**config.mk**
```make
export PLATFORM = sky130hd
export DESIGN_NAME = pcicsc_config_regs
export DESIGN_NICKNAME = d
export VERILOG_FILES = /design/src/pcicsc_w1c_flag.v /design/src/pcicsc_pulse_pin.v /design/src/pcicsc_config_regs.v
export VERILOG_INCLUDE_DIRS = /design/src
export SDC_FILE = /design/constraint.sdc
export NUM_CORES = 1
export LEC_CHECK = 0
export CELL_PAD_IN_SITES_DETAIL_PLACEMENT = 1
export CELL_PAD_IN_SITES_GLOBAL_PLACEMENT = 1
export CORE_AREA = 2 2 60 62
export CTS_BUF_LIST = sky130_fd_sc_hd__clkbuf_16
export CTS_CLUSTER_SIZE = 14
export DETAILED_ROUTE_END_ITERATION = 7
export DIE_AREA = 0 0 62 64
export DONT_BUFFER_PORTS = 1
export PLACE_DENSITY = 0.81
export SLEW_MARGIN = 20
export SYNTH_ARGS = -nofsm -noshare
export SYNTH_HDL_FRONTEND = slang
export SYNTH_SLANG_ARGS = --single-unit
```
**constraint.sdc**
```tcl
create_clock -name clk_sys -period 1.8 [get_ports clk_sys]
set_clock_uncertainty 0.15 [all_clocks]
set_input_delay 0.18 -clock clk_sys [delete_from_list [all_inputs] [get_ports clk_sys]]
set_output_delay 0.18 -clock clk_sys [all_outputs]
set_load 0.02 [all_outputs]
```
**src/pcicsc_defines.vh**
```
`ifndef PCICSC_DEFINES_VH
`define PCICSC_DEFINES_VH
`define PCICSC_ADDR_W        8
`define PCICSC_ADDR_STATCMD  8'h04
`define PCICSC_ADDR_CLASS    8'h08
`define PCICSC_MODE_W        3
`define PCICSC_MODE_ZERO     3'h0
`define PCICSC_MODE_PCI      3'h1
`define PCICSC_LANE_CMD      0
`define PCICSC_LANE_CMD_HI   1
`define PCICSC_LANE_STAT_HI  3
`define PCICSC_BIT_MEM_EN    1
`define PCICSC_BIT_MASTER_EN 2
`define PCICSC_BIT_PAR_RESP  6
`define PCICSC_BIT_SYSERR_EN 8
`define PCICSC_BIT_FAST_B2B  23
`define PCICSC_BIT_PAR_RPT   24
`define PCICSC_DEVSEL_LO     25
`define PCICSC_DEVSEL_HI     26
`define PCICSC_BIT_SIG_TABT  27
`define PCICSC_BIT_RCV_TABT  28
`define PCICSC_BIT_RCV_MABT  29
`define PCICSC_BIT_SIG_SYSE  30
`define PCICSC_BIT_PAR_DET   31
`define PCICSC_DEVSEL_MEDIUM 2'h1
`define PCICSC_ZERO32        32'h0000_0000
`define PCICSC_DEF_CLASS     32'h0000_0000
`endif

```
**src/pcicsc_w1c_flag.v**
```verilog
module pcicsc_w1c_flag (
  input  wire clk_sys,
  input  wire rstn,
  input  wire set_i,
  input  wire clr_i,
  output reg  flag_q
);
  // set beats a clear in the same cycle
  always @(posedge clk_sys) begin
    if (!rstn)
      flag_q <= 1'b0;
    else if (set_i)
      flag_q <= 1'b1;
    else if (clr_i)
      flag_q <= 1'b0;
  end
endmodule

```
**src/pcicsc_pulse_pin.v**
```verilog
module pcicsc_pulse_pin (
  input  wire clk_sys,
  input  wire rstn,
  input  wire allow_i,
  input  wire fire_i,
  output reg  pin_n_q,
  output reg  pin_oe_q
);
  // active-low pin, one-cycle pulse; enable dropped while not allowed
  always @(posedge clk_sys) begin
    if (!rstn) begin
      pin_n_q  <= 1'b1;
      pin_oe_q <= 1'b0;
    end else begin
      pin_n_q  <= ~(allow_i & fire_i);
      pin_oe_q <= allow_i & fire_i;
    end
  end
endmodule

```
**src/pcicsc_config_regs.v**
```verilog
// Summary of operation
// - in pci mode, memory accesses answered only while memory space enable is set.
// - reset clears all writable command bits and all sticky status flags.
// - no bus-master transaction starts while master enable is clear.
// - master enable clear forces the processor-side master request flag low.
// - parity pin driven only with parity response on; pulses on parity error.
// - parity response on: data parity error as master or parity pin low sets parity reported.
// - parity error sets detected flag, processor flag, irq if enabled.
// - wait cycle control bit reads zero, writes ignored.
// - system error enable clear keeps system-error pin undriven.
// - system error pulse on forced error while active or address parity error.
// - fast back-to-back capable bit reads constant one.
// - parity response on: data parity error as master, or pin sampled low in either role, sets parity reported.
// - sticky flags clear only by host writing one; zero leaves them.
// - devsel timing field reads constant medium value one.
// - target-abort as target sets signalled target abort.
// - master transaction ended by target-abort sets received target abort.
// - master-abort of own transaction sets received master abort.
// - each system-error pin assertion sets signalled system error.
// - any address or data parity error sets detected parity error.
// - reserved and unimplemented bits read as zero.
// - class code register read-only, reachable only in pci mode.
// - class code fields fixed: revision, interface, sub-class, base class; reset-proof.
// - host writes update only enabled byte lanes.
// - status/command selected at its address in pci mode or mode zero.
`include "pcicsc_defines.vh"
module pcicsc_config_regs #(
  parameter [31:0] CLASS_REV = `PCICSC_DEF_CLASS  // arbitrary value
) (
  input  wire        clk_sys,
  input  wire        rstn,
  input  wire [2:0]  host_mode_field,
  input  wire        cfg_rd,
  input  wire        cfg_wr,
  input  wire [7:0]  cfg_addr,
  input  wire [3:0]  cfg_be,
  input  wire [31:0] cfg_wdata,
  input  wire        mem_access_req,
  input  wire        master_start_req,
  input  wire        master_request_flag_set,
  input  wire        master_request_flag_clr,
  input  wire        data_parity_err,
  input  wire        addr_parity_err,
  input  wire        acting_master,
  input  wire        parity_error_pin_in,
  input  wire        target_abort_sent,
  input  wire        target_abort_rcvd,
  input  wire        master_abort_done,
  input  wire        force_sys_error,
  input  wire        agent_active,
  input  wire        parity_irq_enable,
  input  wire        proc_parity_error_clr,
  output reg  [31:0] cfg_rdata,
  output reg         cfg_rvalid,
  output reg         mem_access_ack,
  output reg         master_start_ok,
  output reg         master_request_flag,
  output reg         proc_parity_error_flag,
  output reg         parity_irq,
  output wire        parity_error_pin_out,
  output wire        parity_error_pin_oe,
  output wire        sys_error_pin_out,
  output wire        sys_error_pin_oe
);
  wire pci_mode = (host_mode_field == `PCICSC_MODE_PCI);
  wire sc_sel   = (cfg_addr == `PCICSC_ADDR_STATCMD) &&
                  (pci_mode || host_mode_field == `PCICSC_MODE_ZERO);
  wire wr_sc    = cfg_wr && sc_sel;

  reg mem_space_enable_q;
  reg master_enable_q;
  reg parity_response_enable_q;
  reg sys_error_enable_q;

  always @(posedge clk_sys) begin
    if (!rstn) begin
      mem_space_enable_q       <= 1'b0;
      master_enable_q          <= 1'b0;
      parity_response_enable_q <= 1'b0;
      sys_error_enable_q       <= 1'b0;
    end else if (wr_sc) begin
      // byte-lane gated; wcc and unimplemented bits have no storage
      if (cfg_be[`PCICSC_LANE_CMD]) begin
        mem_space_enable_q       <= cfg_wdata[`PCICSC_BIT_MEM_EN];
        master_enable_q          <= cfg_wdata[`PCICSC_BIT_MASTER_EN];
        parity_response_enable_q <= cfg_wdata[`PCICSC_BIT_PAR_RESP];
      end
      if (cfg_be[`PCICSC_LANE_CMD_HI])
        sys_error_enable_q <= cfg_wdata[`PCICSC_BIT_SYSERR_EN];
    end
  end

  // event qualification
  wire any_parity   = pci_mode && (data_parity_err || addr_parity_err);
  wire par_pin_fire = pci_mode && parity_response_enable_q && any_parity;
  wire par_rpt_set  = pci_mode && parity_response_enable_q &&
                      ((acting_master && data_parity_err) ||
                       !parity_error_pin_in);
  wire sys_pin_fire = pci_mode && sys_error_enable_q &&
                      ((force_sys_error && agent_active) || addr_parity_err);
  wire sig_tabt_set = pci_mode && target_abort_sent;
  wire rcv_tabt_set = pci_mode && acting_master && target_abort_rcvd;
  wire rcv_mabt_set = pci_mode && acting_master && master_abort_done;

  wire lane3 = wr_sc && cfg_be[`PCICSC_LANE_STAT_HI];
  wire par_rpt_q, sig_tabt_q, rcv_tabt_q, rcv_mabt_q, sig_syse_q, par_det_q;

  // sticky flags: only a written one clears
  pcicsc_w1c_flag u_par_rpt (.clk_sys(clk_sys), .rstn(rstn), .set_i(par_rpt_set),
    .clr_i(lane3 && cfg_wdata[`PCICSC_BIT_PAR_RPT]), .flag_q(par_rpt_q));
  pcicsc_w1c_flag u_sig_tabt (.clk_sys(clk_sys), .rstn(rstn), .set_i(sig_tabt_set),
    .clr_i(lane3 && cfg_wdata[`PCICSC_BIT_SIG_TABT]), .flag_q(sig_tabt_q));
  pcicsc_w1c_flag u_rcv_tabt (.clk_sys(clk_sys), .rstn(rstn), .set_i(rcv_tabt_set),
    .clr_i(lane3 && cfg_wdata[`PCICSC_BIT_RCV_TABT]), .flag_q(rcv_tabt_q));
  pcicsc_w1c_flag u_rcv_mabt (.clk_sys(clk_sys), .rstn(rstn), .set_i(rcv_mabt_set),
    .clr_i(lane3 && cfg_wdata[`PCICSC_BIT_RCV_MABT]), .flag_q(rcv_mabt_q));
  pcicsc_w1c_flag u_sig_syse (.clk_sys(clk_sys), .rstn(rstn), .set_i(sys_pin_fire),
    .clr_i(lane3 && cfg_wdata[`PCICSC_BIT_SIG_SYSE]), .flag_q(sig_syse_q));
  pcicsc_w1c_flag u_par_det (.clk_sys(clk_sys), .rstn(rstn), .set_i(any_parity),
    .clr_i(lane3 && cfg_wdata[`PCICSC_BIT_PAR_DET]), .flag_q(par_det_q));

  // pins: enable low keeps them off the wire
  pcicsc_pulse_pin u_par_pin (.clk_sys(clk_sys), .rstn(rstn),
    .allow_i(parity_response_enable_q), .fire_i(par_pin_fire),
    .pin_n_q(parity_error_pin_out), .pin_oe_q(parity_error_pin_oe));
  pcicsc_pulse_pin u_sys_pin (.clk_sys(clk_sys), .rstn(rstn),
    .allow_i(sys_error_enable_q), .fire_i(sys_pin_fire),
    .pin_n_q(sys_error_pin_out), .pin_oe_q(sys_error_pin_oe));

  reg [31:0] sc_word;
  always @* begin
    sc_word = `PCICSC_ZERO32;
    sc_word[`PCICSC_BIT_MEM_EN]    = mem_space_enable_q;
    sc_word[`PCICSC_BIT_MASTER_EN] = master_enable_q;
    sc_word[`PCICSC_BIT_PAR_RESP]  = parity_response_enable_q;
    sc_word[`PCICSC_BIT_SYSERR_EN] = sys_error_enable_q;
    sc_word[`PCICSC_BIT_FAST_B2B]  = 1'b1;
    sc_word[`PCICSC_BIT_PAR_RPT]   = par_rpt_q;
    sc_word[`PCICSC_DEVSEL_HI:`PCICSC_DEVSEL_LO] = `PCICSC_DEVSEL_MEDIUM;
    sc_word[`PCICSC_BIT_SIG_TABT]  = sig_tabt_q;
    sc_word[`PCICSC_BIT_RCV_TABT]  = rcv_tabt_q;
    sc_word[`PCICSC_BIT_RCV_MABT]  = rcv_mabt_q;
    sc_word[`PCICSC_BIT_SIG_SYSE]  = sig_syse_q;
    sc_word[`PCICSC_BIT_PAR_DET]   = par_det_q;
  end

  always @(posedge clk_sys) begin
    if (!rstn) begin
      cfg_rdata  <= `PCICSC_ZERO32;
      cfg_rvalid <= 1'b0;
    end else begin
      cfg_rvalid <= cfg_rd;
      if (cfg_rd && sc_sel)
        cfg_rdata <= sc_word;
      else if (cfg_rd && pci_mode && cfg_addr == `PCICSC_ADDR_CLASS)
        cfg_rdata <= CLASS_REV;
      else
        cfg_rdata <= `PCICSC_ZERO32;
    end
  end

  always @(posedge clk_sys) begin
    if (!rstn) begin
      mem_access_ack         <= 1'b0;
      master_start_ok        <= 1'b0;
      master_request_flag    <= 1'b0;
      proc_parity_error_flag <= 1'b0;
      parity_irq             <= 1'b0;
    end else begin
      mem_access_ack  <= pci_mode && mem_space_enable_q && mem_access_req;
      master_start_ok <= pci_mode && master_enable_q && master_start_req;
      // forced low whenever master enable is clear
      if (!master_enable_q)
        master_request_flag <= 1'b0;
      else if (master_request_flag_set)
        master_request_flag <= 1'b1;
      else if (master_request_flag_clr)
        master_request_flag <= 1'b0;
      if (any_parity)
        proc_parity_error_flag <= 1'b1;
      else if (proc_parity_error_clr)
        proc_parity_error_flag <= 1'b0;
      parity_irq <= any_parity && parity_irq_enable;
    end
  end
endmodule

```
==> flow_metrics.tcl, run 1 <==
set metrics [dict create \
    status "finished, final reports clean" \
    largest_register "cfg_rdata" \
    required_ps 1830 \
    ys.flop_type "dfxtp_1" \
    drive_gt1_share_pct 17.2 \
    yosys.cell_types.count 29 \
    post-place-ws_ps 78.2 \
    cts_buffer_depth 2 \
    internal_power_uw 1240 \
    syn_inst 127 \
    clock_latency_ps 270 \
    ys_ff_latch 31 \
    detailedRoute.firstPassIterationCount 4 \
    overflow 0 \
    antenna_found_initial 0 \
    port_buffers 0 \
    crit_fanout 4 \
    gp_congestion 0.709 \
    grt_pass1_wl_um 5100 \
    cpPeakStageDelay_ps 620 \
    arrival_ps 1760 \
    sw_frac_of_total_pct 21.8 \
    nets 222 \
    grt_pass1_vias 1047 \
    final_common_cell "dfxtp_1" \
    post_cts_buffers 0 \
    insertedDiodeCount 0 \
    hp-class "primary input to register" \
    comb_power_share_pct 7.9 \
    via_per_inst 4.78 \
    cts-root-buf "clkbuf_16" \
    die_h_um 64 \
    syn_avg_cell_area_um2 10.2 \
    power.share.clock_pct 48.0 \
    maxCapViolCount 0 \
    wl_um 3290 \
    crit_type "primary input to register" \
    p_switching_uw 345 \
    dieArea_um2 3970 \
    ir_worst_vdd_mv 0.362 \
    area_growth_pct 27.7 \
    numCtsBuffers 5 \
    cp-end-kind "register" \
    first_iter_violations 22 \
    hold_start "addr_parity_err" \
    worst_pin_slew_ps 530 \
    crit_top_cell "dlygate4sd3_1" \
    seq_area_frac_synth_pct 47.8 \
    initial_utilization_pct 39.5 \
    yosys_warnings 0 \
    worstSetupStartpoint "acting_master" \
    synth_edf_count 0 \
    io_pins 108 \
    tns_ps 0 \
    final_cell_mix "31 x dfxtp_1, 24 x dlygate4sd3_1, 20 x conb_1" \
    relSlewSlack_pct 64.5 \
    seqPwrFrac_pct 44.1 \
    rsz0062_at_grt "false" \
    fill_cells 371 \
    timing.fmax_mhz 578 \
    cts_tree "done" \
    placementRows 21 \
    clkTransAtPathRegs_ps 50 \
    cp-start-kind "primary input" \
    clkSinkCount 31 \
    setup_violations 0 \
    layout_setup_ws_ps 68.5 \
    grt_usage_pct 18.1 \
    dp_hpwl_um 2160 \
    largest_reg_flops 11 \
    power_density_nw_per_um2 955 \
    r2r-start "proc_parity_error_flag$_SDFFE_PN0P_" \
    p_leak_uw 0.000693 \
    wire_per_inst_um 16.2 \
    route.detailed.drc 0 \
    async_reset_ff_share_pct 0 \
    routed-via-count 970 \
    ant_nets 0 \
    crit_slowest_cell "dlygate4sd3_1" \
    grt_max_degree 13 \
    synth.cell_area_um2 1300 \
    timing.final.crit_share_pct 96.2 \
    die_x_um 62 \
    slew_violations 0 \
    fin_crit_ps 1730 \
    htreeDepth 2 \
    crit_chain "dlygate4sd3_1, nand3_1, dlygate4sd3_1, a311oi_2" \
    finalHoldViolCount 0 \
    core_um2 3280 \
]
-- per-layer routing --
metal	part of all wire, %	track usage [%]
met5	0	0
met2	56	32.7
met1	36	17.9
met3	6.4	5.47
met4	1.9	8.51
-- final timing paths --
path	end	slack, ps	depth (start not counted)
setup / recovery	u_rcv_mabt.flag_q$_SDFFE_PN0P_	70	4
hold / removal	proc_parity_error_flag$_SDFFE_PN0P_	10	2
hold reg to reg	u_par_pin.pin_n_q$_SDFF_PN1_	320	1
setup reg to reg	proc_parity_error_flag$_SDFFE_PN0P_	380	3
-- cell type report --
class | count | area [um^2] | share of cell area (%)
flip-flops and latches | 31 | 621 | 37.4
clock inverters | 3 | 12.5 | 0.754
repair buffers | 26 | 260 | 15.7
multi-input cells | 88 | 568 | 34.2
inverters | 4 | 15.0 | 0.905
well taps | 46 | 57.6 | 3.47
clock buffers | 5 | 125 | 7.54
-- synthesized netlist by cell type, drive strengths merged, types with 2 or more instances --
| cell type | instances | area [um^2] |
|---|---|---|
| buf | 22 | 169 |
| a311oi | 4 | 35.0 |
| o21ai | 2 | 10.0 |
| nand3 | 5 | 25.0 |
| inv | 4 | 15.0 |
| mux2i | 4 | 40.0 |
| a21oi | 2 | 10.0 |
| and3 | 2 | 12.5 |
| a31oi | 3 | 18.8 |
| nor4 | 5 | 76.3 |
| dfxtp | 31 | 621 |
| and2 | 12 | 87.6 |
| nand3b | 2 | 15.0 |
| nand2 | 17 | 63.8 |
-- metrics by stage --
step                total power [uW]  util, %  instances  area [um^2]  hold WS [ps]
finish                          1580     50.5        203         1660          13.4
global route                    1640     50.5        203         1660          29.6
CTS                             1590     50.2        203         1650         0.943
detailed placement               785     38.4        170         1260           149
global placement                 783     38.4        170         1260           143
floorplan                        814        -        146         1370           139
-- repair_timing --
action                                  in CTS  in global routing
hold buffers                                25                  0
endpoints found under the hold margin       17                  0
gates resized for setup                      0                  2
endpoints found under the setup margin       0                 11
-- cells by family after synthesis --
kind of cell | synth area share, %
simple gates | 26.2
flops | 47.8
buf+inv | 14.5
compound gates | 8.19
mux | 3.08
other cells | 0.289
-- power by group through the flow --
stage / registers, uW / clock network [uW] / logic, uW
6_report: 699 / 761 / 124
2_1_floorplan: 711 / 0 / 103
4_1_cts: 698 / 775 / 120
5_1_grt: 698 / 810 / 134
3_3_place_gp: 712 / 0 / 71.3
3_5_place_dp: 712 / 0 / 72.8
-- critical path, delay by kind of cell --
family / cells / cell delay, ps
buffers and inverters: 2 / 1220
AOI/OAI and AO/OA: 1 / 280
and+or+nand+nor: 1 / 80
Note: power is estimated with default switching activity, not from simulation.
==> run 2: changes to the inputs <==
Settings changed: CORE_AREA 2 2 60 62 to 5 5 63 65, DIE_AREA 0 0 62 64 to 0 0 68 70, SETUP_SLACK_MARGIN set to 0.05.
==> run 2 against run 1 <==
The run now ends with negative hold slack left. Critical path depth unchanged. Largest cell class unchanged. Sequential power about the same. Non-clock buffer count grew 1. Worst hold slack worse by 17 ps. Largest power group unchanged. Design area is 0.23% higher. Critical path type unchanged. Register-to-register slack about the same. Worst setup slack improved by 96 ps. Sequential cell count unchanged.
==> flow_metrics.tcl, run 2 (same netlist as run 1, synthesis figures left out) <==
set metrics [dict create \
    die_x_um 68 \
    gp_congestion 0.758 \
    rr_worst_depth 3 \
    dieArea_um2 4760 \
    worstSetupStartpoint "acting_master" \
    power.share.clock_pct 48.3 \
    comb_power_share_pct 7.8 \
    post_cts_buffers 0 \
    r2r-start "proc_parity_error_flag$_SDFFE_PN0P_" \
    timing.fmax_mhz 611 \
    clkSinkCount 31 \
    routed-via-count 966 \
    core_um2 3280 \
    post-route-util_pct 50.6 \
    status "finished with violations" \
    initial_utilization_pct 39.5 \
    maxCapViolCount 0 \
    instances_no_fill 204 \
    rrSetupSlack_ps 370 \
    final_cell_mix "31 x dfxtp_1, 25 x dlygate4sd3_1, 20 x conb_1" \
    io_pins 108 \
    cts_tree "done" \
    crit_fanout 4 \
    placementRows 21 \
    finalHoldViolCount 1 \
    internal_power_uw 1240 \
    drive_gt1_share_pct 16.5 \
    wire_per_inst_um 17.3 \
    hold_ws_ps -3.23 \
    rsz0062_at_grt "false" \
    grt_util_met1_pct 16.0 \
    timing.final.crit_share_pct 90.9 \
    clkTransAtPathRegs_ps 50 \
    p_switching_uw 348 \
    nets 223 \
    crit_end "u_rcv_mabt.flag_q$_SDFFE_PN0P_" \
    sw_frac_of_total_pct 21.9 \
    p_leak_uw 0.000696 \
    dp_hpwl_um 2460 \
    hp-class "primary input to register" \
    grt_max_degree 12 \
    ant_nets 0 \
    cp-end-kind "register" \
    final_common_cell "dfxtp_1" \
    power_density_nw_per_um2 956 \
    largest_reg_flops 11 \
    numCtsBuffers 5 \
    cp-start-kind "primary input" \
    setup_violations 0 \
    first_iter_violations 26 \
    grt_usage_pct 15.8 \
    cts-root-buf "clkbuf_16" \
    post-place-ws_ps 114 \
    crit_type "primary input to register" \
    route.detailed.drc 0 \
    arrival_ps 1670 \
    fin_crit_ps 1640 \
    tns_ps 0 \
    antenna_found_initial 0 \
    overflow 0 \
    grt_util_met3_pct 4.97 \
    met2_usage_pct 27.9 \
    layout_setup_ws_ps 164 \
    hold_path_depth 2 \
    violations "negative hold slack" \
    htreeDepth 2 \
    wl_um 3530 \
    grt-busiest-layer "met2" \
    area_growth_pct 28.0 \
    port_buffers 0 \
    die_h_um 70 \
    grt_pass1_vias 1133 \
    via_per_inst 4.74 \
    ir_worst_vdd_mv 0.349 \
    largest_register "cfg_rdata" \
    grt_pass1_wl_um 5480 \
    detailedRoute.firstPassIterationCount 4 \
    required_ps 1830 \
    cts_buffer_depth 2 \
    r2r-end "proc_parity_error_flag$_SDFFE_PN0P_" \
    clock_latency_ps 270 \
    place_inst 170 \
    slew_violations 0 \
    seqPwrFrac_pct 44.0 \
    insertedDiodeCount 0 \
]
## run 2: changes by cell type in the layout (fill, tap and decap cells not counted), sizes merged
cell         before  now
dlygate4sd3      24   25
## run 2: through the flow
stage / area (um^2) / total power, uW
3_5_place_dp: 1260 / 785
5_1_grt: 1660 / 1640
6_report: 1660 / 1590
4_1_cts: 1660 / 1600
3_3_place_gp: 1260 / 783
2_1_floorplan: 1370 / 814
## run 2: power groups by stage
stage / Sequential [uW] / Combinational [uW] / Clock, uW
global placement: 712 / 71.1 / 0
floorplan: 711 / 103 / 0
global route: 698 / 133 / 806
CTS: 699 / 120 / 779
detailed placement: 712 / 72.8 / 0
finish: 699 / 123 / 767
## run 2: worst min path at each step
stage | start | endpoint | slack, ps
floorplan | cfg_wdata[24] | u_par_rpt.flag_q$_SDFFE_PN0P_ | 140
global placement | cfg_wdata[27] | u_sig_tabt.flag_q$_SDFFE_PN0P_ | 140
detailed placement | cfg_wdata[27] | u_sig_tabt.flag_q$_SDFFE_PN0P_ | 150
CTS | acting_master | u_rcv_tabt.flag_q$_SDFFE_PN0P_ | 1
global route | data_parity_err | u_par_pin.pin_n_q$_SDFF_PN1_ | 5
finish | cfg_wdata[30] | u_sig_syse.flag_q$_SDFFE_PN0P_ | -3
## run 2: per-layer routing
| layer | share of wire [%] | vias up |
|---|---|---|
| li1 | - | 456 |
| met3 | 7.9 | 11 |
| met2 | 53 | 59 |
| met5 | 0 | - |
| met1 | 36 | 440 |
| met4 | 2.7 | 0 |
## run 2: critical path, cell delays in order
cell,delay [ps]
dlygate4sd3_1,550
nand3_1,90
dlygate4sd3_1,590
a311oi_1,250
## run 2: final cells by class
class                      count  area, um^2
sequential                    31         621
clock buffer                   5         125
timing repair buffer          27         270
clock inverter                 3        12.5
fill                         374        1620
inverter                       4        15.0
tap                           46        57.6
multi-input combinational     88         562
## run 2: what timing repair did
action | in CTS | in global routing
endpoints found under the setup margin | 0 | 12
gates resized for setup | 0 | 2
hold endpoints to repair | 16 | 0
hold buffers | 26 | 0
==> run 3: changes to the inputs <==
==> constraint.sdc (replaced) <==
create_clock -name clk_sys -period 1.9 [get_ports clk_sys]
set_clock_uncertainty 0.15 [all_clocks]
set_input_delay 0.19 -clock clk_sys [delete_from_list [all_inputs] [get_ports clk_sys]]
set_output_delay 0.19 -clock clk_sys [all_outputs]
set_load 0.005 [all_outputs]
==> run 3 against run 2 <==
The run now ends clean. Via count decreased by 0.41%. Total power shrank 7.3%. Clock power fell by 5.9%. Sequential power is 5.7% lower. Cell count stayed put. Combinational power shrank 27%. Design area fell by 0.45%. Worst setup slack worse by 67 ps. Wire length decreased by 0.28%. Highest routed layer unchanged.
==> flow_metrics.tcl, run 3 (same netlist as run 1, synthesis figures left out) <==
set metrics [dict create \
    status "finished, final reports clean" \
    overflow 0 \
    cp-end-kind "register" \
    crit_type "primary input to register" \
    power_density_nw_per_um2 889 \
    r2r-start "u_par_det.flag_q$_SDFFE_PN0P_" \
    final_cell_mix "31 x dfxtp_1, 24 x dlygate4sd3_1, 20 x conb_1" \
    antenna_found_initial 0 \
    arrival_ps 1810 \
    required_ps 1900 \
    die_x_um 68 \
    io_pins 108 \
    finalHoldViolCount 0 \
    detailedRoute.firstPassIterationCount 4 \
    dieArea_um2 4760 \
    dp_hpwl_um 2460 \
    cp-start-kind "primary input" \
    rsz0062_at_grt "false" \
    clkSinkCount 31 \
    p_leak_uw 0.000696 \
    largest_reg_flops 11 \
    fin_crit_ps 1800 \
    r2r-end "u_par_det.flag_q$_SDFFE_PN0P_" \
    core_um2 3280 \
    placementRows 21 \
    drive_gt1_share_pct 16.6 \
    ant_nets 0 \
    post_cts_buffers 0 \
    seqPwrFrac_pct 44.8 \
    hold_start "cfg_wdata[30]" \
    rrSetupSlack_ps 580 \
    hold_ws_ps 12.9 \
    power.share.clock_pct 49.1 \
    first_iter_violations 41 \
    die_h_um 70 \
    largest_register "cfg_rdata" \
    cts-root-buf "clkbuf_16" \
    ir_worst_vdd_mv 0.343 \
    routed-via-count 962 \
    clock_latency_ps 270 \
    seq_area_um2 621 \
    area_growth_pct 27.5 \
    grt_pass1_wl_um 5350 \
    wire_per_inst_um 17.3 \
    clkTransAtPathRegs_ps 50 \
    htreeDepth 2 \
    crit_fanout 5 \
    wl_um 3520 \
    maxCapViolCount 0 \
    route.detailed.drc 0 \
    holdPathEnd "u_sig_syse.flag_q$_SDFFE_PN0P_" \
    internal_power_uw 1170 \
    hold_path_depth 2 \
    initial_utilization_pct 39.5 \
    multi_input_area_um2 562 \
    sw_frac_of_total_pct 20.2 \
    final_common_cell "dfxtp_1" \
    gp_congestion 0.758 \
    grt_pass1_vias 1109 \
    tns_ps 0 \
    nets 222 \
    setup_violations 0 \
    numCtsBuffers 5 \
    cts_buffer_depth 2 \
    via_per_inst 4.72 \
    comb_power_share_pct 6.1 \
    hp-class "primary input to register" \
    grt_max_degree 12 \
    cts_tree "done" \
    timing.final.crit_share_pct 94.9 \
    fill_cells 378 \
    port_buffers 0 \
    timing.fmax_mhz 555 \
    slew_violations 0 \
    rr_worst_depth 3 \
    grt_usage_pct 15.5 \
    p_switching_uw 297 \
]
[run 3: through the flow]
stage / instance area, um^2 / total power [uW] / worst slack [ps] / utilization (%) / std cells
6_report: 1660 / 1470 / 97.2 / 50.4 / 204
5_1_grt: 1650 / 1520 / 54.4 / 50.3 / 203
4_1_cts: 1650 / 1480 / 152 / 50.2 / 203
3_5_place_dp: 1260 / 716 / 204 / 38.4 / 170
3_3_place_gp: 1260 / 714 / 223 / 38.4 / 170
2_1_floorplan: 1370 / 741 / 342 / - / 146
[run 3: worst max path at each step]
| stage | cells past startpoint | endpoint | from | slack (ps) |
|---|---|---|---|---|
| 6_report | 4 | u_par_det.flag_q$_SDFFE_PN0P_ | cfg_addr[7] | 100 |
| 3_5_place_dp | 3 | u_rcv_tabt.flag_q$_SDFFE_PN0P_ | cfg_addr[7] | 200 |
| 2_1_floorplan | 3 | master_enable_q$_SDFFE_PN0P_ | cfg_addr[7] | 340 |
| 3_3_place_gp | 3 | u_rcv_mabt.flag_q$_SDFFE_PN0P_ | cfg_addr[7] | 220 |
| 4_1_cts | 4 | u_par_det.flag_q$_SDFFE_PN0P_ | cfg_addr[7] | 150 |
| 5_1_grt | 4 | u_par_det.flag_q$_SDFFE_PN0P_ | cfg_addr[7] | 50 |
[run 3: per-layer routing]
layer	routed length, um	track usage, %	vias to the layer above
met5	0	0	-
met4	42	7.73	0
met3	267	4.65	6
met2	1930	27.7	54
met1	1280	15.5	448
li1	-	-	454
[run 3: power groups by stage]
stage          Sequential, uW  Combinational, uW  Clock [uW]
2_1_floorplan             671               70.4           0
4_1_cts                   659               87.2         738
6_report                  659               90.4         722
3_3_place_gp              672               41.7           0
3_5_place_dp              672               43.4           0
5_1_grt                   659               99.5         763
[run 3: layout make-up]
type	instances	area share, %
well taps	46	3.48
multi-input cells	88	33.9
inverters	4	0.907
clock buffers	5	7.56
clock inverters	3	0.756
repair buffers	26	15.7
flip-flops and latches	31	37.5
diodes	1	0.151
[run 3: worst max-delay path: stages]
cell and delay, ps:
or4_4 600, nor4_1 310, o21ai_0 120, dlygate4sd3_1 580
[run 3: repair_timing]
action,4_1_cts,5_1_grt
gates resized for setup,0,1
endpoints found under the setup margin,0,1
hold endpoints to repair,16,0
hold buffers,25,0
